## config.mk

```make
export PLATFORM = sky130hd
export DESIGN_NAME = gate_drive_host
export DESIGN_NICKNAME = d
export VERILOG_FILES = /design/src/verilog/gate_drive_pkg.sv /design/src/verilog/pin_pulse_hold.sv /design/src/verilog/gate_drive_host.sv
export VERILOG_INCLUDE_DIRS = /design/src /design/src/verilog
export SDC_FILE = /design/constraint.sdc
export NUM_CORES = 1
export LEC_CHECK = 0
export BUFFER_PORTS_ARGS = -buffer_cell sky130_fd_sc_hd__buf_2
export CAP_MARGIN = 20
export CORE_ASPECT_RATIO = 0.7
export CORE_MARGIN = 1
export CORE_UTILIZATION = 49
export CTS_BUF_LIST = sky130_fd_sc_hd__clkbuf_8
export DETAILED_ROUTE_END_ITERATION = 6
export PLACE_DENSITY = 0.66
export SYNTH_ARGS = -nofsm -noshare
export SYNTH_HDL_FRONTEND = slang
export SYNTH_SLANG_ARGS = --single-unit
```

## constraint.sdc

```tcl
create_clock -name clk_i -period 3.95 [get_ports clk_i]
set_input_delay 0.1975 -clock clk_i [delete_from_list [all_inputs] [get_ports clk_i]]
set_output_delay 0.1975 -clock clk_i [all_outputs]
set_load 0.01 [all_outputs]
```

## src/verilog/gate_drive_consts.svh

```systemverilog
// timing and reset constants for the gate driver host controller
`ifndef GATE_DRIVE_CONSTS_SVH
`define GATE_DRIVE_CONSTS_SVH

`define GDH_CLK_PERIOD_NS    5
`define GDH_DEGLITCH_NS      40
// hold each pin level strictly longer than the deglitch window
`define GDH_MIN_PULSE_CYC    ((`GDH_DEGLITCH_NS + `GDH_CLK_PERIOD_NS - 1) / `GDH_CLK_PERIOD_NS + 1)
`define GDH_FAULT_MUTE_NS    1000
`define GDH_FAULT_MUTE_CYC   ((`GDH_FAULT_MUTE_NS + `GDH_CLK_PERIOD_NS - 1) / `GDH_CLK_PERIOD_NS)
`define GDH_RST_FILTER_NS    1000
`define GDH_RST_FILTER_CYC   ((`GDH_RST_FILTER_NS + `GDH_CLK_PERIOD_NS - 1) / `GDH_CLK_PERIOD_NS)
`define GDH_RECOVER_CYC      64
`define GDH_CNT_W            16
`define GDH_PINS_RESET       3'h0

`endif

```

## src/verilog/gate_drive_pkg.sv

```systemverilog
// types shared by the gate driver host controller
package gate_drive_pkg;

	typedef enum logic [4:0] {
		ST_IDLE    = 5'h01,
		ST_RUN     = 5'h02,
		ST_MUTE    = 5'h04,
		ST_CLEAR   = 5'h08,
		ST_RECOVER = 5'h10
	} host_state_e;

	typedef struct packed {
		logic in_pos;
		logic in_neg;
		logic rst_en;
	} pin_req_s;

endpackage

```

## src/verilog/pin_pulse_hold.sv

```systemverilog
// holds each driven pin level for a least number of cycles
module pin_pulse_hold #(
	parameter int HOLD_CYC = 9,
	parameter int CNT_W    = 16
) (
	input  wire logic clk_i,
	input  wire logic rstn_i,
	input  wire logic req_i,
	output logic      pin_o
);

	logic [CNT_W-1:0] cnt;
	logic [CNT_W-1:0] next_cnt;
	logic             next_pin;

	if (CNT_W < 2 || CNT_W > 30) begin : g_bad_cnt_w
		$error("pin_pulse_hold: CNT_W out of range");
	end
	if (HOLD_CYC < 1 || HOLD_CYC >= (1 << CNT_W)) begin : g_bad_hold
		$error("pin_pulse_hold: HOLD_CYC out of range");
	end

	////////////////////////////////////////////////////////////////////////////////
	always_comb begin
		next_pin = pin_o;
		next_cnt = cnt;
		if (cnt != '0) begin
			next_cnt = cnt - 1'b1;
		end else if (req_i != pin_o) begin
			next_pin = req_i;
			next_cnt = CNT_W'(HOLD_CYC - 1);
		end
	end

	always_ff @(posedge clk_i or negedge rstn_i) begin
		if (!rstn_i) begin
			pin_o <= 1'b0;
			cnt   <= '0;
		end else begin
			pin_o <= next_pin;
			cnt   <= next_cnt;
		end
	end

endmodule

```

## src/verilog/gate_drive_host.sv

```systemverilog
// host controller driving the isolated gate driver input pins
`include "gate_drive_consts.svh"

module gate_drive_host
	import gate_drive_pkg::*;
#(
	parameter int MUTE_CYC    = `GDH_FAULT_MUTE_CYC,
	parameter int RST_LOW_CYC = `GDH_RST_FILTER_CYC + `GDH_MIN_PULSE_CYC,
	parameter int RECOVER_CYC = `GDH_RECOVER_CYC,
	parameter int PULSE_CYC   = `GDH_MIN_PULSE_CYC,
	parameter int CNT_W       = `GDH_CNT_W
) (
	input  wire logic clk_i,
	input  wire logic rstn_i,
	input  wire logic enable_i,
	input  wire logic pwm_i,
	input  wire logic pwm_other_i,
	input  wire logic interlock_en_i,
	input  wire logic inverting_i,
	input  wire logic auto_clear_i,
	input  wire logic fault_clear_i,
	input  wire logic fault_flag_out_n_i,
	input  wire logic ready_i,
	output logic      in_pos_o,
	output logic      in_neg_o,
	output logic      rst_en_o,
	output logic      fault_o,
	output logic      ready_o,
	output logic      running_o
);

	host_state_e      state;
	host_state_e      next_state;
	logic [CNT_W-1:0] cnt;
	logic [CNT_W-1:0] next_cnt;
	logic             clr_req;
	logic             next_clr_req;
	logic             next_fault;
	logic             next_ready;
	logic             next_running;
	pin_req_s         pins;

	////////////////////////////////////////////////////////////////////////////////
	// parameter checks at elaboration
	if (CNT_W < 2 || CNT_W > 30) begin : g_bad_cnt_w
		$error("gate_drive_host: CNT_W out of range");
	end
	if (MUTE_CYC < 1 || MUTE_CYC >= (1 << CNT_W)) begin : g_bad_mute
		$error("gate_drive_host: MUTE_CYC out of range");
	end
	if (RST_LOW_CYC < 1 || RST_LOW_CYC >= (1 << CNT_W)) begin : g_bad_rst_low
		$error("gate_drive_host: RST_LOW_CYC out of range");
	end
	if (RECOVER_CYC < 1 || RECOVER_CYC >= (1 << CNT_W)) begin : g_bad_recover
		$error("gate_drive_host: RECOVER_CYC out of range");
	end
	if (PULSE_CYC < 1 || PULSE_CYC >= (1 << CNT_W)) begin : g_bad_pulse
		$error("gate_drive_host: PULSE_CYC out of range");
	end
	if (RST_LOW_CYC <= PULSE_CYC) begin : g_bad_rst_pulse
		$error("gate_drive_host: RST_LOW_CYC must exceed PULSE_CYC");
	end

	function automatic logic [CNT_W-1:0] load_cnt(input int cyc);
		load_cnt = CNT_W'(cyc - 1);
	endfunction

	function automatic logic [CNT_W-1:0] count_down(input logic [CNT_W-1:0] val);
		count_down = val - 1'b1;
	endfunction

	function automatic logic cnt_done(input logic [CNT_W-1:0] val);
		cnt_done = (val == '0);
	endfunction

	////////////////////////////////////////////////////////////////////////////////
	// fault sequencing
	always_comb begin
		next_state   = state;
		next_cnt     = cnt;
		next_fault   = fault_o;
		next_clr_req = clr_req | fault_clear_i;
		next_ready   = ready_i;
		case (state)
			ST_IDLE: begin
				if (enable_i) begin
					next_state = ST_RUN;
				end
			end
			ST_RUN: begin
				if (!fault_flag_out_n_i) begin
					next_state   = ST_MUTE;
					next_cnt     = load_cnt(MUTE_CYC);
					next_fault   = 1'b1;
					next_clr_req = fault_clear_i;
				end else if (!enable_i) begin
					next_state = ST_IDLE;
				end
			end
			ST_MUTE: begin
				if (!cnt_done(cnt)) begin
					next_cnt = count_down(cnt);
				end else if (auto_clear_i || clr_req) begin
					next_state   = ST_CLEAR;
					next_cnt     = load_cnt(RST_LOW_CYC);
					next_clr_req = fault_clear_i;
				end
			end
			ST_CLEAR: begin
				if (!cnt_done(cnt)) begin
					next_cnt = count_down(cnt);
				end else begin
					next_state = ST_RECOVER;
					next_cnt   = load_cnt(RECOVER_CYC);
				end
			end
			ST_RECOVER: begin
				if (fault_flag_out_n_i) begin
					next_fault = 1'b0;
					next_state = enable_i ? ST_RUN : ST_IDLE;
				end else if (cnt_done(cnt)) begin
					next_state = ST_MUTE;
					next_cnt   = load_cnt(MUTE_CYC);
				end else begin
					next_cnt = count_down(cnt);
				end
			end
			default: begin
				next_state = ST_IDLE;
			end
		endcase
		next_running = (next_state == ST_RUN);
	end

	always_ff @(posedge clk_i or negedge rstn_i) begin
		if (!rstn_i) begin
			state     <= ST_IDLE;
			cnt       <= '0;
			clr_req   <= 1'b0;
			fault_o   <= 1'b0;
			ready_o   <= 1'b0;
			running_o <= 1'b0;
		end else begin
			state     <= next_state;
			cnt       <= next_cnt;
			clr_req   <= next_clr_req;
			fault_o   <= next_fault;
			ready_o   <= next_ready;
			running_o <= next_running;
		end
	end

	////////////////////////////////////////////////////////////////////////////////
	// pin levels requested from the state
	always_comb begin
		pins.in_pos = 1'b0;
		pins.in_neg = 1'b0;
		pins.rst_en = 1'b0;
		case (state)
			ST_RUN: begin
				if (inverting_i) begin
					pins.in_pos = 1'b1;
					pins.in_neg = ~pwm_i;
					pins.rst_en = auto_clear_i ? pwm_i : 1'b1;
				end else begin
					pins.in_pos = pwm_i;
					pins.in_neg = interlock_en_i & pwm_other_i;
					pins.rst_en = auto_clear_i ? pwm_i : 1'b1;
				end
			end
			ST_MUTE, ST_RECOVER: begin
				pins.rst_en = 1'b1;
			end
			ST_CLEAR: begin
				pins.rst_en = 1'b0;
			end
			default: begin
				pins.rst_en = 1'b0;
			end
		endcase
	end

	////////////////////////////////////////////////////////////////////////////////
	// every pin level outlasts the input deglitch window
	pin_pulse_hold #(.HOLD_CYC(PULSE_CYC), .CNT_W(CNT_W)) u_hold_pos (
		.clk_i  (clk_i),
		.rstn_i (rstn_i),
		.req_i  (pins.in_pos),
		.pin_o  (in_pos_o)
	);

	pin_pulse_hold #(.HOLD_CYC(PULSE_CYC), .CNT_W(CNT_W)) u_hold_neg (
		.clk_i  (clk_i),
		.rstn_i (rstn_i),
		.req_i  (pins.in_neg),
		.pin_o  (in_neg_o)
	);

	pin_pulse_hold #(.HOLD_CYC(PULSE_CYC), .CNT_W(CNT_W)) u_hold_rst (
		.clk_i  (clk_i),
		.rstn_i (rstn_i),
		.req_i  (pins.rst_en),
		.pin_o  (rst_en_o)
	);

endmodule

```

==> results of run 1 <==
==> stage by stage <==
stage	util (%)	area, um2
2_1_floorplan	-	4130
3_3_place_gp	53.3	4260
3_5_place_dp	53.3	4260
4_1_cts	56.6	4530
5_1_grt	56.6	4530
6_report	56.6	4530
==> registers in the layout, summed over array words and instances, names as in the netlist, 5 cells and up <==
register and cells:
state 5, u_hold_neg.cnt 16, u_hold_rst.cnt 16, cnt 16, u_hold_pos.cnt 16
==> power by group through the flow <==
stage	clock [uW]	combinational, uW	sequential [uW]
after floorplan	0	870	1360
after global placement	0	973	1490
after detailed placement	0	997	1500
after CTS	761	1000	1490
after global routing	785	1140	1560
final	736	999	1500
==> layout by cell type, fill, tap and decap left out, drive strengths merged, types with 3 or more instances in the layout <==
master,n
dfrtp,75
nor2,48
nor3,28
nand2,25
o21ai,23
xor2,21
inv,18
buf,16
or4,14
or3,13
a21oi,12
xnor2,12
nor4,12
mux2,10
a211oi,10
clkbuf,10
o22ai,9
o31ai,8
nand2b,7
ha,6
nor2b,5
a21o,5
nand4,5
nand3,4
o41ai,4
and3,3
nor3b,3
o21bai,3
o21ba,3
a22o,3
a2bb2oi,3
bufinv,3
or2,3
==> cell families (layout without fill, tap and decap cells) <==
logic type / after synthesis / in the layout / synth area share, %
and+or+nand+nor: 181 / 181 / 23.6
AOI/OAI and AO/OA: 92 / 92 / 15.3
DFF: 76 / 76 / 46.1
xor gates and xnor gates: 33 / 33 / 7.00
buffers and inverters: 31 / 50 / 3.24
muxes: 11 / 11 / 2.97
adders and majority gates: 6 / 6 / 1.82
==> per-layer routing <==
metal  wire [um]  global-route usage, %  vias up  share of wire (%)
li1            -                      -     1607                  -
met1        4250                   28.6     1578                 52
met2        3560                   31.6       52                 43
met3         327                   6.26        8                4.0
met4          90                   6.76        0                1.1
met5           0                      0        -                  0
==> critical path: stages (launching register included) <==
cell and delay (ps):
sky130_fd_sc_hd__dfrtp_1 420, sky130_fd_sc_hd__inv_1 70, sky130_fd_sc_hd__ha_1 190, sky130_fd_sc_hd__or4b_1 590, sky130_fd_sc_hd__or4_4 690, sky130_fd_sc_hd__o22ai_4 410
sky130_fd_sc_hd__nor2_2 100, sky130_fd_sc_hd__mux2_2 290
==> layout make-up <==
class / instances / area (um2)
well taps: 101 / 126
multi-input cells: 323 / 2090
clock inverters: 6 / 111
flip-flops and latches: 76 / 1900
repair buffers: 18 / 103
inverters: 16 / 60.1
fillers: 693 / 3470
clock buffers: 10 / 138
==> worst min-delay path by stage <==
stage,to,slack [ps],cells past startpoint
2_1_floorplan,clr_req,-100,0
3_3_place_gp,ready_o,310,1
3_5_place_dp,ready_o,310,1
4_1_cts,clr_req,0.5,2
5_1_grt,clr_req,10,2
6_report,u_hold_pos.cnt[12],-30,1
==> timing repair <==
item | CTS | global route
hold endpoints to repair | 2 | 0
resized for setup | 0 | 0
hold buffers | 2 | 0
==> impl_metrics.yaml, run 1 <==
global_routing:
  grt_start_max_net_pins: 77
  grt_antenna_before_repair: 0
  grt_first_pass_wirelength_um: 14500
  gr-usage-all-layers_pct: 20.8
  grt.overflow.total: 0
  number_of_global_route_vias_before_repair: 3098
die:
  initial_core_util_pct: 51.6
  core_ar_um2: 8010
  die_area_um2: 8800
  top_level_ports: 17
  dieWidth_um: 112
  floorplan.die.height_um: 78.8
  rows: 27
clock_tree:
  cts-buffers-inserted: 9
  cts.path.max_buffers: 2
  htree_num_levels: 3
  insertion_delay_ps: 360
  cts.repair_timing.setup_buffer_count: 0
  cts_root_buffer: "sky130_fd_sc_hd__clkbuf_8"
  cts.sink_count: 76
  cts_tree: "built"
  worst_setup_hold_path_clk_slew_ps: 80
setup_path:
  worst_r2r_endpoint: "cnt[1]"
  critical_path_class: "flip-flop to flip-flop"
  regToRegStartpoint: "cnt[0]"
  ff2ff_path_depth: 7
  critPathLaunch: "cnt[0]"
  regToRegSetupSlack_ps: 1090
  critPathLaunchType: "flip-flop"
  worst_setup_path_endpoint: "cnt[1]"
  critical_path.max_fanout: 15
  crit_required_ps: 4190
  critPathCaptureType: "flip-flop"
  cp.arrival_ps: 3100
pwr:
  combinationalPowerShare_pct: 30.9
  power.share.clock_pct: 22.7
  sw_pwr_uw: 1210
  power_report.internal_total_uw: 2020
  switching_share_pct: 37.5
  power.sequential.fraction_pct: 46.4
  worst_ir_drop_vdd_uv: 416
  finalPower_uw: 3240
  p_leak_uw: 0.00194
  power-per-cell-area_nw_per_um2: 714
sta:
  finalClockSkew_ps: 10.8
  layout_worst_path_cycle_share_pct: 72.3
  setup-violations-final: 0
  worst-slew-pin-transition_ps: 965
  rsz_0062_raised_after_global_routing: "no"
  report.final.slew_viol_count: 0
  setup-tns-final_ps: 0
  max-slew-margin-rel_pct: 35.6
  final_hold_viol_count: 16
  fin_worst_hold_slack_ps: -28.7
  timing.final.ws_setup_ps: 1090
  final_period_minus_worst_setup_slack_ps: 2860
  timing.fmax_mhz: 350
placement:
  dp.final_hpwl_um: 5750
  finalWeightedCongestion: 0.818
  setup_slack_at_placement_ps: 1100
  placed_cells_incl_taps: 532
  place.port_buffers: 16
synth:
  mean_cell_area_of_the_mapped_netlist_um2: 9.60
  synth.ff_latch_count: 76
  synth_cells: 430
  synth_sequential_area_ratio_pct: 46.1
  mapped_area_um2: 4130
  synthDistinctLibCells: 56
  ys_top_cells_by_count: "sky130_fd_sc_hd__dfrtp_1 (75), sky130_fd_sc_hd__nor2_1 (47), sky130_fd_sc_hd__nor3_1 (28)"
  synth_top_area_cell: "sky130_fd_sc_hd__dfrtp_1"
  synth_top_cell_area_share_pct: 45.5
  number_of_enable_type_register_cells_in_the_synthesized_netlist: 0
  synth.net_count: 447
  synth.yosys.warnings: 0
  yosys.cell_count.top_type: "sky130_fd_sc_hd__dfrtp_1"
  yosys_most_used_dff: "sky130_fd_sc_hd__dfrtp_1"
  yosys-top-cells-area: "sky130_fd_sc_hd__dfrtp_1 (45%), sky130_fd_sc_hd__xor2_1 (4.5%), sky130_fd_sc_hd__nor2_1 (4.3%)"
  ys_async_sr_fraction_pct: 100
routing:
  antenna_left: 0
  first_iter_violations: 186
  drt-vias-per-instance: 5.90
  post_drt_wl_per_cell_um: 15.0
  detailedRoute.firstPassIterationCount: 6
  num_vias: 3245
  drt_wl_total_um: 8230
  route.detailed.drc: 2
run:
  maxCapViolCount: 0
cells_and_area:
  num_antenna_cells: 0
  final-instance-count-excl-fill: 550
  final_net_count: 461
  area.growth.synth_to_final_pct: 9.79
  final_layout_size_suffix_gt1_share_pct: 12.0
min_path:
  hold_path_class: "input pin to asynchronous set/reset pin"
outcome:
  result_of_the_run: "finished with violations"
  violations: "DRC, hold timing"
Note: power is estimated with default switching activity, not from simulation.
==> run 2, diff against run 1 <==
- ABC_AREA: default -> 1
- clock period: 3.95 -> 2.75 ns (I/O delays scaled with it)
==> run 2 against run 1 <==
Net effect:
- the run now ends clean
- first-iteration DRC count up 82%
- cell area up 8.0%
- routed wire length up 17%
- critical path depth up 4
- final cell count up 36%
- power up 47%
- combinational power up 87%
- utilization up 0.18 points
- sequential share of layout area down 3.1 points
- via count up 19%
- non-clock buffer count up 2
- clock-buffer cell count unchanged
==> impl_metrics.yaml, run 2 <==
sta:
  setup-violations-final: 0
  timing.fmax_mhz: 450
  setup-tns-final_ps: 0
  report.final.slew_viol_count: 0
  max-slew-margin-rel_pct: 36.9
  worst-slew-pin-transition_ps: 947
  final_period_minus_worst_setup_slack_ps: 2220
  layout_worst_path_cycle_share_pct: 80.7
  final_hold_viol_count: 0
  finalClockSkew_ps: 10.4
  rsz_0062_raised_after_global_routing: "no"
placement:
  place_area_um2: 4640
  dp.final_hpwl_um: 7130
  place.port_buffers: 16
  finalWeightedCongestion: 0.946
setup_path:
  critPathCaptureType: "flip-flop"
  crit_required_ps: 3040
  critical_path.max_fanout: 17
  critPathSlowestCell: "sky130_fd_sc_hd__dfrtp_1"
  critPathLaunchType: "flip-flop"
  crit_path_max_incr_delay_ps: 390
  cp.arrival_ps: 2510
  crit_chain: "inv_1 -> ha_1 -> nand2_1 -> nor2_1 -> nand2_1 -> nor2_2 -> nor2_2 -> nand2_4 -> inv_2 -> nand3_1 -> o21ai_2"
  critical_path_class: "flip-flop to flip-flop"
clock_tree:
  worst_setup_hold_path_clk_slew_ps: 80
  cts.path.max_buffers: 2
  cts_root_buffer: "sky130_fd_sc_hd__clkbuf_8"
  cts.sink_count: 76
  htree_num_levels: 3
  cts_tree: "built"
  cts.repair_timing.setup_buffer_count: 0
  cts-buffers-inserted: 9
  insertion_delay_ps: 360
cells_and_area:
  area.growth.synth_to_final_pct: 10.1
  layout.cells.most_common: "sky130_fd_sc_hd__nand2_1"
  final_net_count: 640
  final_cell_area_excluding_filler_cells_um2: 4890
  final_layout_size_suffix_gt1_share_pct: 8.76
  layout.cells.most_common_list: "sky130_fd_sc_hd__nand2_1 (144), sky130_fd_sc_hd__nor2_1 (119), sky130_fd_sc_hd__dfrtp_1 (75)"
routing:
  num_vias: 3860
  antenna_left: 0
  drt-vias-per-instance: 5.15
  drt_wl_total_um: 9640
  first_iter_violations: 339
  post_drt_wl_per_cell_um: 12.9
  route.detailed.drc: 0
  detailedRoute.firstPassIterationCount: 5
synth:
  yosys.cell_count.top_type: "sky130_fd_sc_hd__nand2_1"
  ys_top_cells_by_count: "sky130_fd_sc_hd__nand2_1 (144), sky130_fd_sc_hd__nor2_1 (119), sky130_fd_sc_hd__dfrtp_1 (75)"
  synthDistinctLibCells: 37
  mapped_area_um2: 4440
  synth_top_area_cell: "sky130_fd_sc_hd__dfrtp_1"
  yosys-top-cells-area: "sky130_fd_sc_hd__dfrtp_1 (42%), sky130_fd_sc_hd__nand2_1 (12%), sky130_fd_sc_hd__nor2_1 (10%)"
  synth_cells: 599
  mean_cell_area_of_the_mapped_netlist_um2: 7.42
  yosys_most_used_dff: "sky130_fd_sc_hd__dfrtp_1"
  synth.yosys.warnings: 0
  synth.net_count: 616
  number_of_enable_type_register_cells_in_the_synthesized_netlist: 0
  ys_async_sr_fraction_pct: 100
  synth.ff_latch_count: 76
  synth_top_cell_area_share_pct: 42.2
  synth_sequential_area_ratio_pct: 42.8
outcome:
  result_of_the_run: "finished clean"
die:
  rows: 28
  initial_core_util_pct: 51.6
  die_area_um2: 9460
  dieWidth_um: 116
  core_ar_um2: 8620
  top_level_ports: 17
  floorplan.die.height_um: 81.7
global_routing:
  gr-usage-all-layers_pct: 22.3
  grt_antenna_before_repair: 1
  grt_start_max_net_pins: 77
  grt.overflow.total: 0
  number_of_global_route_vias_before_repair: 3524
  grt_first_pass_wirelength_um: 16300
run:
  maxCapViolCount: 0
pwr:
  power-per-cell-area_nw_per_um2: 974
  worst_ir_drop_vdd_uv: 432
  p_leak_uw: 0.00242
min_path:
  hold_path_class: "input pin to flip-flop"
==> run 2: metal layers <==
| layer | up-vias | routed length, um | global-route usage [%] |
|---|---|---|---|
| met2 | 105 | 3780 | 32.3 |
| met1 | 1786 | 5110 | 32.5 |
| li1 | 1955 | - | - |
| met4 | 0 | 128 | 5.51 |
| met5 | - | 0 | 0 |
| met3 | 14 | 627 | 6.49 |
==> run 2: final timing paths <==
kind | depth (start not counted) | end | slack, ps | from
max in group asynchronous | 2 | u_hold_neg.cnt[3] | 1660 | rstn_i
hold / removal | 3 | running_o | 80 | enable_i
min in group asynchronous | 2 | u_hold_neg.cnt[12] | 470 | rstn_i
hold reg to reg | 1 | u_hold_rst.cnt[2] | 500 | u_hold_rst.cnt[2]
setup reg to reg | 11 | cnt[4] | 530 | cnt[0]
setup / recovery | 11 | cnt[4] | 530 | cnt[0]
==> run 2: cell type report <==
type | count | area, um2
fill | 816 | 3720
multi-input combinational | 450 | 2250
sequential | 76 | 1900
inverter | 66 | 248
tap | 120 | 150
clock buffer | 10 | 138
timing repair buffer | 20 | 120
clock inverter | 6 | 80.1
antenna | 1 | 2.50
==> run 2: worst max-delay path, delay by kind of cell (launching register included) <==
family | cells | cell delay (ps)
AND/OR/NAND/NOR | 7 | 1150
flip-flops | 1 | 390
buffers and inverters | 2 | 320
AO/OA/AOI/OAI | 1 | 70
adder cells (fa/ha/maj) | 1 | 220
==> run 2: where the power goes <==
group	internal, uW	leakage (uW)	total, uW	switching (uW)
clock network	528	0.000115	941	413
registers	1560	0.000947	1950	393
logic	699	0.00136	1870	1170
==> run 2: repair_timing <==
action,in CTS,in global routing
gates resized for setup,0,0
hold buffers,3,0
hold endpoints to repair,77,0
==> run 2: cell families after synthesis <==
| group | Yosys count | share of synthesized area (%) |
|---|---|---|
| and+or+nand+nor | 355 | 34.4 |
| xor gates and xnor gates | 41 | 8.08 |
| adders and majority gates | 6 | 1.69 |
| AOI/OAI and AO/OA | 45 | 5.77 |
| DFF | 76 | 42.8 |
| buffers and inverters | 73 | 6.48 |
| muxes | 3 | 0.732 |
==> run 2: stage by stage <==
stage               std cells  power [uW]  utilization, %  setup slack (ps)  hold WS (ps)
detailed placement        729        3810            53.9               577           249
CTS                       748        4780            56.8               563          71.9
global route              748        5180            56.8               384           101
global placement          729        3770            53.9               663           245
finish                    749        4770            56.8               530          84.2
floorplan                 599        3380               -              1130          -158
